`config.mk`:
```
export PLATFORM = sky130hd
export DESIGN_NAME = image_checksum
export DESIGN_NICKNAME = d
export VERILOG_FILES = /design/src/logic/chk_pkg.sv /design/src/logic/word_fifo.sv /design/src/logic/image_checksum.sv
export SDC_FILE = /design/constraint.sdc
export NUM_CORES = 1
export LEC_CHECK = 0
export BUFFER_PORTS_ARGS = -buffer_cell sky130_fd_sc_hd__buf_2
export CAP_MARGIN = 10
export CORE_AREA = 2 2 211 213
export DETAILED_ROUTE_END_ITERATION = 12
export DIE_AREA = 0 0 213 215
export SYNTH_ARGS = -nofsm -noshare
export SYNTH_HDL_FRONTEND = slang
export SYNTH_SLANG_ARGS = --single-unit
```
`constraint.sdc`:
```
create_clock -name clk_i -period 11 [get_ports clk_i]
set_input_delay 2.75 -clock clk_i [delete_from_list [all_inputs] [get_ports clk_i]]
set_output_delay 2.75 -clock clk_i [all_outputs]
set_load 0.1 [all_outputs]
```
`src/logic/chk_pkg.sv`:
```
// package for the program image checksum block
// assumes one 250 MHz clock domain shared by all users of these constants
package chk_pkg;

  // ------------------------------------------------------------
  // widths
  // ------------------------------------------------------------
  localparam int unsigned WORD_W = 14;        // program memory word
  localparam int unsigned SUM_W  = 16;        // checksum width
  localparam int unsigned ADDR_W = 14;        // word address counter
  localparam int unsigned NIB_W  = 4;         // kept bits of an id location
  localparam int unsigned FIFO_W = 15;        // last flag plus word
  localparam int unsigned FIFO_D = 16;        // buffer depth in words

  // ------------------------------------------------------------
  // masks and reset values
  // ------------------------------------------------------------
  localparam logic [WORD_W-1:0] CFG_MASK  = 14'h3BFF;   // config word mask
  localparam logic [NIB_W-1:0]  ID_MASK   = 4'hF;       // id location mask
  localparam logic [SUM_W-1:0]  SUM_RST   = 16'h0000;   // accumulator clear
  localparam logic [ADDR_W-1:0] ADDR_RST  = 14'h0000;   // first address
  localparam logic [ADDR_W-1:0] ADDR_LAST = 14'h3FFF;   // counter saturates

  // ------------------------------------------------------------
  // exclusive upper bounds of the summed range (image mode)
  // ------------------------------------------------------------
  localparam logic [ADDR_W:0] BND_SMALL_OFF = 15'h0800;  // 0..0x07FF
  localparam logic [ADDR_W:0] BND_LARGE_OFF = 15'h1800;  // 0..0x17FF
  localparam logic [ADDR_W:0] BND_4K_HALF   = 15'h0800;  // upper half protected
  localparam logic [ADDR_W:0] BND_4K_TOP    = 15'h0F00;  // top block protected
  localparam logic [ADDR_W:0] BND_8K_HALF   = 15'h1000;
  localparam logic [ADDR_W:0] BND_8K_TOP    = 15'h1F00;
  localparam logic [ADDR_W:0] BND_NONE      = 15'h0000;  // nothing summed

  // ------------------------------------------------------------
  // protection field inside the config word
  // ------------------------------------------------------------
  localparam int unsigned   CP_LSB  = 12;      // two bits, 13:12
  localparam logic [1:0]    CP_OFF  = 2'h3;
  localparam logic [1:0]    CP_TOP  = 2'h2;
  localparam logic [1:0]    CP_HALF = 2'h1;
  localparam logic [1:0]    CP_ALL  = 2'h0;

  // memory size of the variant being checked
  typedef enum logic [1:0] {MEM_2K, MEM_4K, MEM_8K} mem_kind_t;

  // sequencer states
  typedef enum logic [1:0] {ST_IDLE, ST_SUM, ST_CFG, ST_ID} chk_state_t;

endpackage

```
`src/logic/word_fifo.sv`:
```
// synchronous fifo with valid/ready on both sides
// assumes writer and reader share clk_i; reset is synchronous, active low
`timescale 1ns/1ps
`default_nettype none
module word_fifo #(
  parameter int unsigned W = 15,                 // word width
  parameter int unsigned D = 16                  // depth, power of two
) (
  input  wire logic         clk_i,               // clock
  input  wire logic         rst_n_i,             // sync reset, low
  input  wire logic         in_valid_i,          // writer offers a word
  output logic              in_ready_o,          // room for a word
  input  wire logic [W-1:0] in_data_i,           // word written
  output logic              out_valid_o,         // word available
  input  wire logic         out_ready_i,         // reader takes it
  output logic      [W-1:0] out_data_o           // head word
);
  localparam int unsigned P = $clog2(D);

  // ------------------------------------------------------------
  // state
  // ------------------------------------------------------------
  typedef struct packed {
    logic [P-1:0] wr;                            // write pointer
    logic [P-1:0] rd;                            // read pointer
    logic [P:0]   cnt;                           // words held
  } fifo_st_t;

  fifo_st_t   s_q, s_d;
  logic [W-1:0] mem_q [D];                       // storage, no reset needed
  logic       push, pop;

  // full and empty straight from the count
  assign in_ready_o  = (s_q.cnt != (P+1)'(D));
  assign out_valid_o = (s_q.cnt != '0);
  assign out_data_o  = mem_q[s_q.rd];
  assign push        = in_valid_i & in_ready_o;
  assign pop         = out_valid_o & out_ready_i;

  // next pointers and count
  always_comb begin
    s_d = s_q;
    if (push) begin
      s_d.wr = s_q.wr + 1'b1;
    end
    if (pop) begin
      s_d.rd = s_q.rd + 1'b1;
    end
    if (push && !pop) begin
      s_d.cnt = s_q.cnt + 1'b1;
    end else if (pop && !push) begin
      s_d.cnt = s_q.cnt - 1'b1;
    end
  end

  // register state
  always_ff @(posedge clk_i) begin
    if (!rst_n_i) begin
      s_q <= '0;
    end else begin
      s_q <= s_d;
    end
  end

  // storage write
  always_ff @(posedge clk_i) begin
    if (push) begin
      mem_q[s_q.wr] <= in_data_i;
    end
  end
endmodule
`default_nettype wire

```
`src/logic/image_checksum.sv`:
```
// program image checksum: sums the streamed program words, then the masked
// config word, then the packed id term when protection is on
// assumes words arrive in address order from 0, the last one flagged, and
// that config and id inputs are stable at the start pulse
//
// Function
// - add each covered program word to total
// - drop carries, report low 16 bits
// - id term: four low nibbles, first highest
// - large, unprotected: words 0..0x17FF plus config
// - small, unprotected: words 0..0x07FF plus config
// - all protected: config plus id only
// - 4K half protected: 0..0x07FF, config, id
// - read-back: sum every word as read
// - config and id always taken as read
// - protected read-back words count as zero
`timescale 1ns/1ps
`default_nettype none
module image_checksum
  import chk_pkg::*;
(
  input  wire logic                      clk_i,               // 250 MHz clock
  input  wire logic                      rst_n_i,             // sync reset, low
  input  wire logic                      start_i,             // begin a new sum
  input  wire logic                      readback_i,          // words come from a device
  input  wire chk_pkg::mem_kind_t        mem_kind_i,          // variant memory size
  input  wire logic [chk_pkg::WORD_W-1:0] config_word_value_i, // config word as read
  input  wire logic [chk_pkg::WORD_W-1:0] first_id_location_i, // id location 0
  input  wire logic [chk_pkg::WORD_W-1:0] second_id_location_i,// id location 1
  input  wire logic [chk_pkg::WORD_W-1:0] third_id_location_i, // id location 2
  input  wire logic [chk_pkg::WORD_W-1:0] fourth_id_location_i,// id location 3
  input  wire logic                      word_valid_i,        // program word offered
  output logic                           word_ready_o,        // buffer has room
  input  wire logic [chk_pkg::WORD_W-1:0] word_data_i,         // program word
  input  wire logic                      word_last_i,         // last word of image
  output logic                           busy_o,              // sum in progress
  output logic                           done_o,              // one-cycle completion
  output logic [chk_pkg::SUM_W-1:0]      checksum_o           // held result
);
  import chk_pkg::*;

  // ------------------------------------------------------------
  // state
  // ------------------------------------------------------------
  typedef struct packed {
    chk_state_t        st;        // sequencer
    logic [SUM_W-1:0]  acc;       // running total
    logic [ADDR_W-1:0] addr;      // address of next word
    logic [ADDR_W:0]   bound;     // words below this are summed
    logic              rdbk;      // read-back source
    logic              use_id;    // id term wanted
    logic [WORD_W-1:0] cfg;       // masked config captured at start
    logic [SUM_W-1:0]  idt;       // packed id term captured at start
    logic [SUM_W-1:0]  res;       // reported checksum
    logic              done;      // completion pulse
  } chk_st_t;

  chk_st_t            s_q, s_d;
  logic               f_valid;    // buffered word present
  logic               f_ready;    // sequencer drains it
  logic [FIFO_W-1:0]  f_data;     // {last, word}
  logic [SUM_W-1:0]   packed_id_term;
  logic [ADDR_W:0]    bound_sel;  // range chosen from protection
  logic [1:0]         cp;         // protection code of config word
  logic               covered;    // current head word is summed
  logic               pop;        // head word consumed

  // ------------------------------------------------------------
  // input buffer
  // ------------------------------------------------------------
  // back-pressure: the sequencer only drains while summing, so a source
  // that streams before start stalls once sixteen words are queued
  word_fifo #(
    .W (FIFO_W),
    .D (FIFO_D)
  ) u_buf (
    .clk_i       (clk_i),
    .rst_n_i     (rst_n_i),
    .in_valid_i  (word_valid_i),
    .in_ready_o  (word_ready_o),
    .in_data_i   ({word_last_i, word_data_i}),
    .out_valid_o (f_valid),
    .out_ready_i (f_ready),
    .out_data_o  (f_data)
  );

  // ------------------------------------------------------------
  // id term and range
  // ------------------------------------------------------------
  // id nibbles, first location in the top nibble
  assign packed_id_term = {first_id_location_i[NIB_W-1:0] & ID_MASK,
                           second_id_location_i[NIB_W-1:0] & ID_MASK,
                           third_id_location_i[NIB_W-1:0] & ID_MASK,
                           fourth_id_location_i[NIB_W-1:0] & ID_MASK};

  assign cp = config_word_value_i[CP_LSB+1:CP_LSB];

  // summed range per protection code and memory size
  always_comb begin
    bound_sel = BND_NONE;
    case (cp)
      CP_OFF: begin
        // 2K and 4K parts both stop at 0x07FF when unprotected
        bound_sel = (mem_kind_i == MEM_8K) ? BND_LARGE_OFF : BND_SMALL_OFF;
      end
      CP_TOP: begin
        bound_sel = (mem_kind_i == MEM_8K) ? BND_8K_TOP : BND_4K_TOP;
      end
      CP_HALF: begin
        bound_sel = (mem_kind_i == MEM_8K) ? BND_8K_HALF : BND_4K_HALF;
      end
      CP_ALL: begin
        bound_sel = BND_NONE;
      end
      default: begin
        bound_sel = BND_NONE;
      end
    endcase
  end

  // read-back sums everything; image mode masks off the protected range
  assign covered = s_q.rdbk || ({1'b0, s_q.addr} < s_q.bound);
  assign f_ready = (s_q.st == ST_SUM);
  assign pop     = f_ready & f_valid;

  // ------------------------------------------------------------
  // sequencer
  // ------------------------------------------------------------
  always_comb begin
    s_d      = s_q;
    s_d.done = 1'b0;
    case (s_q.st)
      ST_IDLE: begin
        if (start_i) begin
          s_d.st     = ST_SUM;
          s_d.acc    = SUM_RST;
          s_d.addr   = ADDR_RST;
          s_d.bound  = bound_sel;
          s_d.rdbk   = readback_i;
          s_d.use_id = (cp != CP_OFF);
          s_d.cfg    = config_word_value_i & CFG_MASK;
          s_d.idt    = packed_id_term;
        end
      end
      ST_SUM: begin
        if (pop) begin
          // protected words read back as zero and add nothing
          if (covered) begin
            s_d.acc = s_q.acc + SUM_W'(f_data[WORD_W-1:0]);
          end
          if (s_q.addr != ADDR_LAST) begin
            s_d.addr = s_q.addr + 1'b1;
          end
          if (f_data[FIFO_W-1]) begin
            s_d.st = ST_CFG;
          end
        end
      end
      ST_CFG: begin
        s_d.acc = s_q.acc + SUM_W'(s_q.cfg);
        if (s_q.use_id) begin
          s_d.st = ST_ID;
        end else begin
          s_d.st   = ST_IDLE;
          s_d.res  = s_q.acc + SUM_W'(s_q.cfg);
          s_d.done = 1'b1;
        end
      end
      ST_ID: begin
        s_d.acc  = s_q.acc + s_q.idt;
        s_d.res  = s_q.acc + s_q.idt;
        s_d.done = 1'b1;
        s_d.st   = ST_IDLE;
      end
      default: begin
        s_d.st = ST_IDLE;
      end
    endcase
  end

  // register state
  always_ff @(posedge clk_i) begin
    if (!rst_n_i) begin
      s_q       <= '0;
      s_q.st    <= ST_IDLE;
      s_q.acc   <= SUM_RST;
      s_q.addr  <= ADDR_RST;
    end else begin
      s_q <= s_d;
    end
  end

  assign busy_o     = (s_q.st != ST_IDLE);
  assign done_o     = s_q.done;
  assign checksum_o = s_q.res;
endmodule
`default_nettype wire

```
# Yosys cells after proc, flatten, opt, wreduce, memory -nomap -nowiden
# Memory sizes are Yosys's and may differ from the RTL's. A register that Yosys moved wholly into a read port is not among the register bits.
# Index checks and enable logic that the tools add are counted.
dict set report word_totals {
  regBits 108
  latchBits 0
  rom_bits 0
  memories 1
  in_bits 92
  elab_cells 78
  output_inout_bits 19
  mem_bits_rw 240
}
# name words word_bits read_ports rd_ports_with_merged_regs wr line
set mem_list {}
lappend mem_list {u_buf.mem_q 16 15 1 1 1 word_fifo.sv:30} ;# logic [W-1:0] mem_q [D];
dict set report classes {
  add_sub_neg 8
  n_shift 0
  mul 0
  muxes 20
  reduce_logical 17
  n_eq_ne 16
  bitwise 2
  div_mod_pow 0
  n_lt_le_gt_ge 1
}
# op n
set op_table {}
lappend op_table {{two-way mux 79 bit} 1}
lappend op_table {{case mux 18 bit (4 select lines)} 1}
lappend op_table {{case mux 15 bit (4 select lines)} 1}
lappend op_table {{two-way mux 13 bit} 3}
lappend op_table {{case mux 17 bit (2 select lines)} 1}
lappend op_table {{adder 16 x 14 -> 16 bit} 2}
lappend op_table {{two-way mux 32 bit} 1}
lappend op_table {{case mux 14 bit (2 select lines)} 1}
lappend op_table {{two-way mux 17 bit} 1}
lappend op_table {{adder 16 bit} 1}
lappend op_table {{two-way mux 16 bit} 1}
lappend op_table {{< comparator 14 x 15 -> 1 bit} 1}
lappend op_table {{adder 14 x 1 -> 14 bit, second input constant} 1}
lappend op_table {{two-way mux 14 bit} 1}
lappend op_table {{inequality test 14 bit, second input constant} 1}
lappend op_table {{inequality test 2 bit, second input constant} 7}
lappend op_table {{equality test 2 bit, second input constant} 5}
lappend op_table {{two-way mux 5 bit} 2}
lappend op_table {{adder 4 x 1 -> 4 bit, second input constant} 2}
lappend op_table {{two-way mux 4 bit} 2}
lappend op_table {{nonzero test 2 bit} 4}
lappend op_table {{AND reduction 3 bit} 2}
lappend op_table {{adder 5 x 1 -> 5 bit, second input constant} 1}
lappend op_table {{inequality test 5 bit, second input constant} 1}
lappend op_table {{other kinds (12)} 20}

# Longest topological paths before layout
# Gate-level depths: netlist of run 1.
dict set report logic_depth {
  word_depth 6
  mapped_depth 15
  mapped_depth_nobuf 12
}

# Hierarchy
# Synthesis of run 1 repeated with hierarchy kept, for this count alone.
dict set report unflattened {
  hier_cells 1186
  hier_area_um2 15554.9
}
# mod area_each_um2 cells_each seq_area_each_um2 instances
set modules_own_cells {}
lappend modules_own_cells {word_fifo 9949.5 477 7547.2 1}
lappend modules_own_cells {image_checksum 5605.4 709 1661.6 1}

# Worst setup path after synthesis of run 1
# OpenSTA, ideal clock, no wires.
dict set report synth_timing {
  path_type {input to register}
  start {input port word_valid_i}
  end {memory u_buf.mem_q[3][0], enable pin}
  t_required_ns 10.594
  path_stages 4
  arrival_ns 4.373
  path_buffers 1
  setup_slack_ns 6.221
  setup_time_ns 0.406
  path_cell_list {and2_1 -> clkbuf_1 -> nand2_1 -> nor3_1}
}
dict set report synth_via {
  elab_chain_cells 3
}
# element line
set synth_lines {}
lappend synth_lines {{start: declaration} image_checksum.sv:32} ;# input wire logic word_valid_i,
lappend synth_lines {{bitwise AND 1 bit} word_fifo.sv:37} ;# assign push = in_valid_i & in_ready_o;
lappend synth_lines {{net u_buf.push} word_fifo.sv:31} ;# logic push, pop;
lappend synth_lines {{two-way mux 1 bit} word_fifo.sv:67} ;# if (push) begin
lappend synth_lines {{two-way mux 1 bit (implied by the code)} word_fifo.sv:68} ;# mem_q[s_q.wr] <= in_data_i;
lappend synth_lines {{end: declaration} word_fifo.sv:30}
# The timed path passes the listed nets, and every way through them passes these cells.

# Final worst setup path of run 1
dict set report layout_timing {
  start {register s_q[94] (netlist bit)}
  end {output port busy_o}
}
dict set report layout_via {
  elab_chain_cells 1
}
# element line
set layout_lines {}
lappend layout_lines {{start: declaration} image_checksum.sv:58} ;# chk_st_t s_q, s_d;
lappend layout_lines {{nonzero test 2 bit} image_checksum.sv:193} ;# assign busy_o = (s_q.st != ST_IDLE);
lappend layout_lines {{end: declaration} image_checksum.sv:36} ;# output logic busy_o,
# Every way passes these cells.

==> results.json, run 1 <==
{
  "status": "complete, no violations",
  "hold_viol": 0,
  "power.density_nw_per_um2": 207,
  "wl_um": 36800,
  "worst_slack_ps": 6180,
  "io_pins": 111,
  "worstSetupStartpoint": "s_q[94]",
  "worst_pin_slew_ps": 1180,
  "rrSetupSlack_ps": 6390,
  "synth.avg_cell_area_um2": 13.4,
  "seq_power_share_pct": 41.7,
  "grt.total_usage_pct": 16.2,
  "netlist_instances": 1165,
  "grt_max_degree": 61,
  "power_frac_clock_pct": 33.6,
  "slew_viol_final": 0,
  "crit_buf_inv": 2,
  "ys_warn_count": 0,
  "grt_overflow": 0,
  "drc": 0,
  "cp_slowest_stage_delay_ps": 710,
  "rows": 77,
  "hold_slack_ps": 456,
  "antenna_found_initial": 2,
  "pre_cts_ws_ps": 6060,
  "max_cap_viol_count": 0,
  "worst-setup-path-type": "register to primary output",
  "vdd_drop_max_mv": 0.109,
  "setup_viol": 0,
  "cts_buffers": 37,
  "path_max_fanout": 18,
  "worst_slew_margin_rel_pct": 21.3,
  "die_y_um": 215,
  "place_congestion": 0.909,
  "syn_nets": 1317,
  "power_mw": 3.65,
  "antenna_left": 0,
  "drtIter0Drc": 718,
  "syn_area_um2": 15600,
  "finalClockSkew_ps": 18.6,
  "hp-start": "checksum_o[6]",
  "p_int_mw": 2.54,
  "clock.fmax_mhz": 208,
  "synth_ff_type": "edfxtp_1",
  "crit_slowest_cell": "dfxtp_1",
  "viasPerCell": 5.28,
  "die_w_um": 213,
  "synth_edf_count": 240,
  "fin_crit_sh_pct": 43.8,
  "p_sw_mw": 1.11,
  "netlist-cell-type-count": 68,
  "cp.arrival_ps": 2070,
  "routedWlPerCell_um": 19.9,
  "routed-via-count": 9737,
  "path_cells": "nor2_1 -> inv_1 -> buf_2",
  "min_period_ps": 4820,
  "hold_path.class": "register to register",
  "grt_pass1_wl_um": 56500,
  "combPwrFrac_pct": 24.6,
  "cp-end-kind": "primary output",
  "hold_buffers": 0,
  "p_leak_nw": 6.19,
  "clock_latency_ps": 540,
  "clk_pin_slew_worst_paths_ps": 60,
  "post_route_cells_drive_above_1_share_pct": 18.9,
  "worstSetupStartpointType": "register",
  "portBuffers": 69,
  "fp.dieArea_um2": 45800,
  "fin_tns_setup_ps": 0,
  "rsz0062_at_grt": "no",
  "synthArstFlopShare_pct": 0,
  "syn2layout_area_growth_pct": 13.4,
  "initial_core_util_pct": 35.7,
  "grt_pass1_vias": 9575,
  "cts-root-buf": "clkbuf_16",
  "tritoncts": "done",
  "yosysSeqAreaShare_pct": 59.1,
  "synth_seq_cells": 340,
  "drt_first_pass_iters": 7,
  "post_cts_buffers": 0,
  "coreArea_um2": 43600,
  "switching_share_pct": 30.4,
  "required_ps": 8250,
  "clock-sinks": 340,
  "htree_levels": 2,
  "dp.final_hpwl_um": 24000,
  "num-nets-final": 1376,
  "cts_resized": 0,
  "cts_max_path_buffers": 3,
  "cp_top_family": "flip-flops"
}
-- worst register-to-register path, cell delays in order (launching register included) --
cell and delay [ps]:
dfxtp_4 530, buf_4 780, mux4_2 690, mux4_2 530
ha_1 350, nor2b_1 160, o31a_1 310, o32ai_4 340
o21ai_1 150, o31ai_1 280, mux2i_1 270, a31oi_1 100
-- cells in the final DEF, fill, tap and decap left out, types with 5 or more instances in the layout --
| cell type | count |
|---|---|
| buf_2 | 69 |
| ha_1 | 56 |
| edfxtp_1 | 240 |
| xor2_1 | 27 |
| o211ai_1 | 6 |
| a21oi_1 | 86 |
| clkinv_2 | 8 |
| clkinv_1 | 10 |
| nor2b_1 | 5 |
| mux2i_1 | 5 |
| buf_4 | 23 |
| nor3_1 | 7 |
| nand2_1 | 108 |
| nand3_1 | 20 |
| inv_1 | 26 |
| dfxtp_1 | 98 |
| a22oi_1 | 7 |
| a21o_1 | 19 |
| o31ai_1 | 8 |
| nand4_1 | 12 |
| a221oi_1 | 5 |
| nor2_1 | 89 |
| a31oi_1 | 15 |
| or3_1 | 7 |
| o21ai_0 | 38 |
| nand2b_1 | 8 |
| mux4_2 | 74 |
| a211oi_1 | 13 |
| xnor2_1 | 25 |
| clkbuf_16 | 38 |
| o21a_1 | 14 |
-- cell usage after synthesis (4+ instances only) --
master / n / area share [%]
a21oi_1: 86 / 2.8
and3_1: 4 / 0.16
dfxtp_1: 100 / 13
nand2_1: 108 / 2.6
nor2b_1: 5 / 0.20
o21a_1: 14 / 0.67
edfxtp_1: 240 / 46
fa_1: 4 / 0.51
mux2i_1: 5 / 0.32
o31ai_1: 8 / 0.39
ha_1: 56 / 4.5
a22oi_1: 7 / 0.34
clkbuf_1: 32 / 0.77
buf_2: 9 / 0.29
mux4_2: 74 / 11
or3_1: 7 / 0.28
a21o_1: 19 / 0.92
o21ai_1: 4 / 0.13
nand2b_1: 8 / 0.32
nor2_1: 89 / 2.1
nand4_1: 12 / 0.48
o211ai_1: 6 / 0.29
a31oi_1: 15 / 0.60
xnor2_1: 25 / 1.4
o21ai_0: 38 / 1.2
inv_1: 27 / 0.65
xor2_1: 27 / 1.5
nor3_1: 11 / 0.35
nand3_1: 20 / 0.64
buf_1: 4 / 0.096
a211oi_1: 13 / 0.63
a221oi_1: 5 / 0.28
a32oi_1: 4 / 0.22
buf_4: 21 / 1.0
-- area by class of cell --
| class | count | area (um2) |
|---|---|---|
| Inverter | 27 | 101 |
| Sequential cell | 340 | 9210 |
| Antenna cell | 1 | 2.50 |
| Multi-Input combinational cell | 726 | 5870 |
| Timing Repair Buffer | 92 | 518 |
| Clock buffer | 42 | 986 |
| Clock inverter | 25 | 219 |
| Tap cell | 592 | 741 |
| Fill cell | 4025 | 26000 |
-- power by group through the flow --
stage / Sequential [mW] / Clock [mW] / Combinational (mW)
floorplan: 1.51 / 0 / 0.726
global placement: 1.55 / 0 / 0.889
detailed placement: 1.55 / 0 / 0.899
CTS: 1.52 / 1.25 / 0.904
global route: 1.53 / 1.30 / 0.994
finish: 1.52 / 1.23 / 0.899
-- metrics by stage --
stage / util, % / cells / area (um2)
floorplan: - / 1165 / 15600
global placement: 37.7 / 1777 / 16400
detailed placement: 37.7 / 1777 / 16400
CTS: 40.4 / 1844 / 17700
global route: 40.4 / 1844 / 17700
finish: 40.5 / 1845 / 17700
-- state kept, by name (all words and copies together) (netlist names), named ones only --
signal,cells
u_buf.s_q,13
s_q,66
checksum_o,16
u_buf.mem_q,240
done_o,1
-- routing by layer --
metal  wire (um)  GRT usage (%)  vias to the layer above
met1       16300           22.0                     4825
met4         908           4.62                        2
met5          13              0                        -
met3        2150           2.82                       66
li1            -              -                     4564
met2       17400           26.5                      280
-- final timing paths --
path,end,cells after the start
worst max register to register,s_q[92],11
worst min register to register,checksum_o[6],2
worst min-delay path,checksum_o[6],2
worst max-delay path,busy_o,3
-- kinds of logic (layout without fill, tap and decap cells) --
group | count (synthesis) | after routing | synth area share (%)
buffers and inverters | 99 | 186 | 3.27
adder cells (fa/ha/maj) | 60 | 60 | 5.01
AO/OA/AOI/OAI | 256 | 256 | 10.7
other | 0 | 1 | 0
XOR/XNOR | 52 | 52 | 2.92
multiplexers | 80 | 80 | 11.1
AND/OR/NAND/NOR | 278 | 278 | 7.87
flip-flops | 340 | 340 | 59.1
Power figures use the tool's default switching activity.
==> run 2: changes to the inputs <==
Settings changed: ABC_AREA set to 1, CORE_AREA 2 2 211 213 to 2 2 219 221, DIE_AREA 0 0 213 215 to 0 0 221 223.
Clock period 11 ns to 4 ns, I/O delays scaled along.
==> run 2 against run 1 <==
Effect of this change: synthesized cell count rose by 53%; count of clock-buffer cells in the layout rose by 5; wire length rose by 14%; largest power group unchanged; via count rose by 26%; area after synthesis rose by 7.1%; register-to-register slack got worse by 5700 ps; hold slack improved by 16 ps.
==> results.json, run 2 <==
{
  "cts_resized": 0,
  "power_frac_clock_pct": 32.9,
  "yosys.area.top_type_share_pct": 43.2,
  "min_period_ps": 3310,
  "yosysSeqAreaShare_pct": 55.2,
  "synth_seq_cells": 340,
  "rows": 80,
  "antenna_found_initial": 4,
  "coreArea_um2": 47100,
  "dp.final_hpwl_um": 28300,
  "cts_buffers": 37,
  "regArea_um2": 9210,
  "routedWlPerCell_um": 16.8,
  "slew_viol_final": 0,
  "combPwrFrac_pct": 26.5,
  "worstSetupStartpointType": "register",
  "clock-sinks": 340,
  "power_mw": 10.3,
  "path_max_fanout": 46,
  "portBuffers": 69,
  "p_sw_mw": 3.44,
  "clock_latency_ps": 550,
  "synth_edf_count": 240,
  "viasPerCell": 4.91,
  "drc": 0,
  "p_leak_nw": 7.75,
  "synth_most_common_cell": "nand2_1",
  "post_route_cells_drive_above_1_share_pct": 10.2,
  "netlist-cell-type-count": 41,
  "multi_input_comb_area_um2": 6200,
  "fin_crit_sh_pct": 82.8,
  "die_w_um": 221,
  "clk_pin_slew_worst_paths_ps": 60,
  "syn_area_um2": 16700,
  "endpoint": "s_q[89]",
  "antenna_left": 0,
  "io_pins": 111,
  "tritoncts": "done",
  "htree_levels": 2,
  "switching_share_pct": 33.4,
  "vdd_drop_max_mv": 0.382,
  "largest_register_ffs": 240,
  "place_congestion": 0.877,
  "synth.avg_cell_area_um2": 9.34,
  "ys_top_cells_by_area": "edfxtp_1 (43%), dfxtp_1 (12%), nand2_1 (7.4%)",
  "p_int_mw": 6.86,
  "fillCellCount": 4606,
  "hold_viol": 0,
  "grt_overflow": 0,
  "fin_tns_setup_ps": 0,
  "max_cap_viol_count": 0,
  "netlist_instances": 1785,
  "hold_buffers": 0,
  "worst-setup-path-type": "register to register",
  "final_common_cell": "nand2_1",
  "mostFrequentLayoutCells": "nand2_1 (328), edfxtp_1 (240), inv_1 (228)",
  "yosys.area.top_type": "edfxtp_1",
  "top_register": "u_buf.mem_q",
  "seq_power_share_pct": 40.6,
  "r2r_end": "s_q[89]",
  "cts-root-buf": "clkbuf_16",
  "hold_path.class": "register to register",
  "grt_busiest_layer": "met2",
  "clock.fmax_mhz": 302,
  "initial_core_util_pct": 35.4,
  "cp-end-kind": "register",
  "grt.total_usage_pct": 16.7,
  "cp.arrival_ps": 3770,
  "rrSetupSlack_ps": 690,
  "power.density_nw_per_um2": 545,
  "post_cts_buffers": 0,
  "fp.dieArea_um2": 49300,
  "grt_pass1_vias": 11800,
  "syn2layout_area_growth_pct": 13.3,
  "worst_slew_margin_rel_pct": 40.8,
  "drtIter0Drc": 848,
  "grt_max_degree": 84,
  "synth_ff_type": "edfxtp_1",
  "ys_warn_count": 0,
  "num-nets-final": 1999,
  "rsz0062_at_grt": "no",
  "worstRegToRegCells": 17,
  "fin_util_pct": 40.1,
  "wl_um": 41800,
  "status": "complete, no violations",
  "required_ps": 4460,
  "drt_first_pass_iters": 5,
  "cts_max_path_buffers": 3,
  "finalClockSkew_ps": 20.0,
  "synthArstFlopShare_pct": 0,
  "grt_pass1_wl_um": 64800,
  "synth_common_cells": "nand2_1 (328), edfxtp_1 (240), inv_1 (228)",
  "syn_nets": 1937,
  "met3_usage_pct": 2.96,
  "grt_util_met2_pct": 28.5,
  "worst_pin_slew_ps": 885,
  "gr-usage-met1_pct": 21.8,
  "setup_viol": 0,
  "routed-via-count": 12200,
  "die_y_um": 223
}
run 2: cell types whose count changed in the layout (fill, tap and decap cells not counted), moves of 17 or more:
cell      previous run  this run
mux2i_1              5        56
xor2_1              27        10
a21oi_1             86       133
a21o_1              19         2
o21ai_0             38       130
nand2_1            108       328
mux4_2              74         0
xnor2_1             25         2
o211ai_1             6        69
nand3_1             20       142
inv_1               26       228
nor2_1              89       120
run 2: critical path: stages, from the launching register on:
cell and delay (ps):
dfxtp_4 580, buf_4 510, mux2i_1 250, o211ai_1 100, nand3_1 120, nand2_1 130, ha_1 350, nand2_1 110
inv_1 80, a21oi_1 140, nand2_1 150, nand2_1 120, nand2_1 50, nand2_1 50, nand3_1 100, nand3_1 110
nand2_1 50, a21oi_1 170
run 2: cells by family after synthesis:
family                   Yosys count  synth area share (%)
flip-flops                       340                  55.2
AO/OA/AOI/OAI                    346                  11.6
buffers and inverters            315                  7.79
AND/OR/NAND/NOR                  656                  16.7
adder cells (fa/ha/maj)           60                  4.68
XOR/XNOR                          12                 0.630
multiplexers                      56                  3.36
run 2: final cells by class:
| cell class | count | area share (%) |
|---|---|---|
| Antenna cell | 1 | 0.0132 |
| Timing Repair Buffer | 104 | 3.35 |
| Tap cell | 615 | 4.07 |
| Clock inverter | 20 | 1.05 |
| Multi-Input combinational cell | 1130 | 32.8 |
| Sequential cell | 340 | 48.8 |
| Clock buffer | 47 | 5.32 |
| Inverter | 234 | 4.65 |
run 2: layer usage:
layer	wire, um	vias to the layer above	share of wire [%]
met5	39	-	0.093
met4	925	6	2.2
met3	1930	57	4.6
met2	19600	238	47
met1	19300	5718	46
li1	-	6208	-
run 2: worst min path at each step:
stage | endpoint | cells after the start | from | slack, ps
2_1_floorplan | s_q[72] | 2 | s_q[72] | 430
3_3_place_gp | s_q[61] | 2 | s_q[61] | 460
3_5_place_dp | s_q[71] | 1 | s_q[71] | 460
4_1_cts | s_q[71] | 1 | s_q[71] | 470
5_1_grt | s_q[71] | 1 | s_q[71] | 500
6_report | s_q[61] | 2 | s_q[61] | 470
run 2: power groups by stage:
| stage | clock [mW] | combinational (mW) | sequential (mW) |
|---|---|---|---|
| after CTS | 3.46 | 2.75 | 4.18 |
| final | 3.38 | 2.73 | 4.18 |
| after detailed placement | 0 | 2.73 | 4.25 |
| after global placement | 0 | 2.67 | 4.24 |
| after global routing | 3.59 | 3.08 | 4.20 |
| after floorplan | 0 | 2.13 | 4.15 |
run 2: stage by stage:
stage          instance area, um2  cells  hold WS (ps)  setup slack [ps]
2_1_floorplan               16700   1785           434               872
3_3_place_gp                17700   2423           457               696
3_5_place_dp                17700   2423           461               669
4_1_cts                     18900   2490           474               649
5_1_grt                     18900   2490           504               312
6_report                    18900   2491           472               689
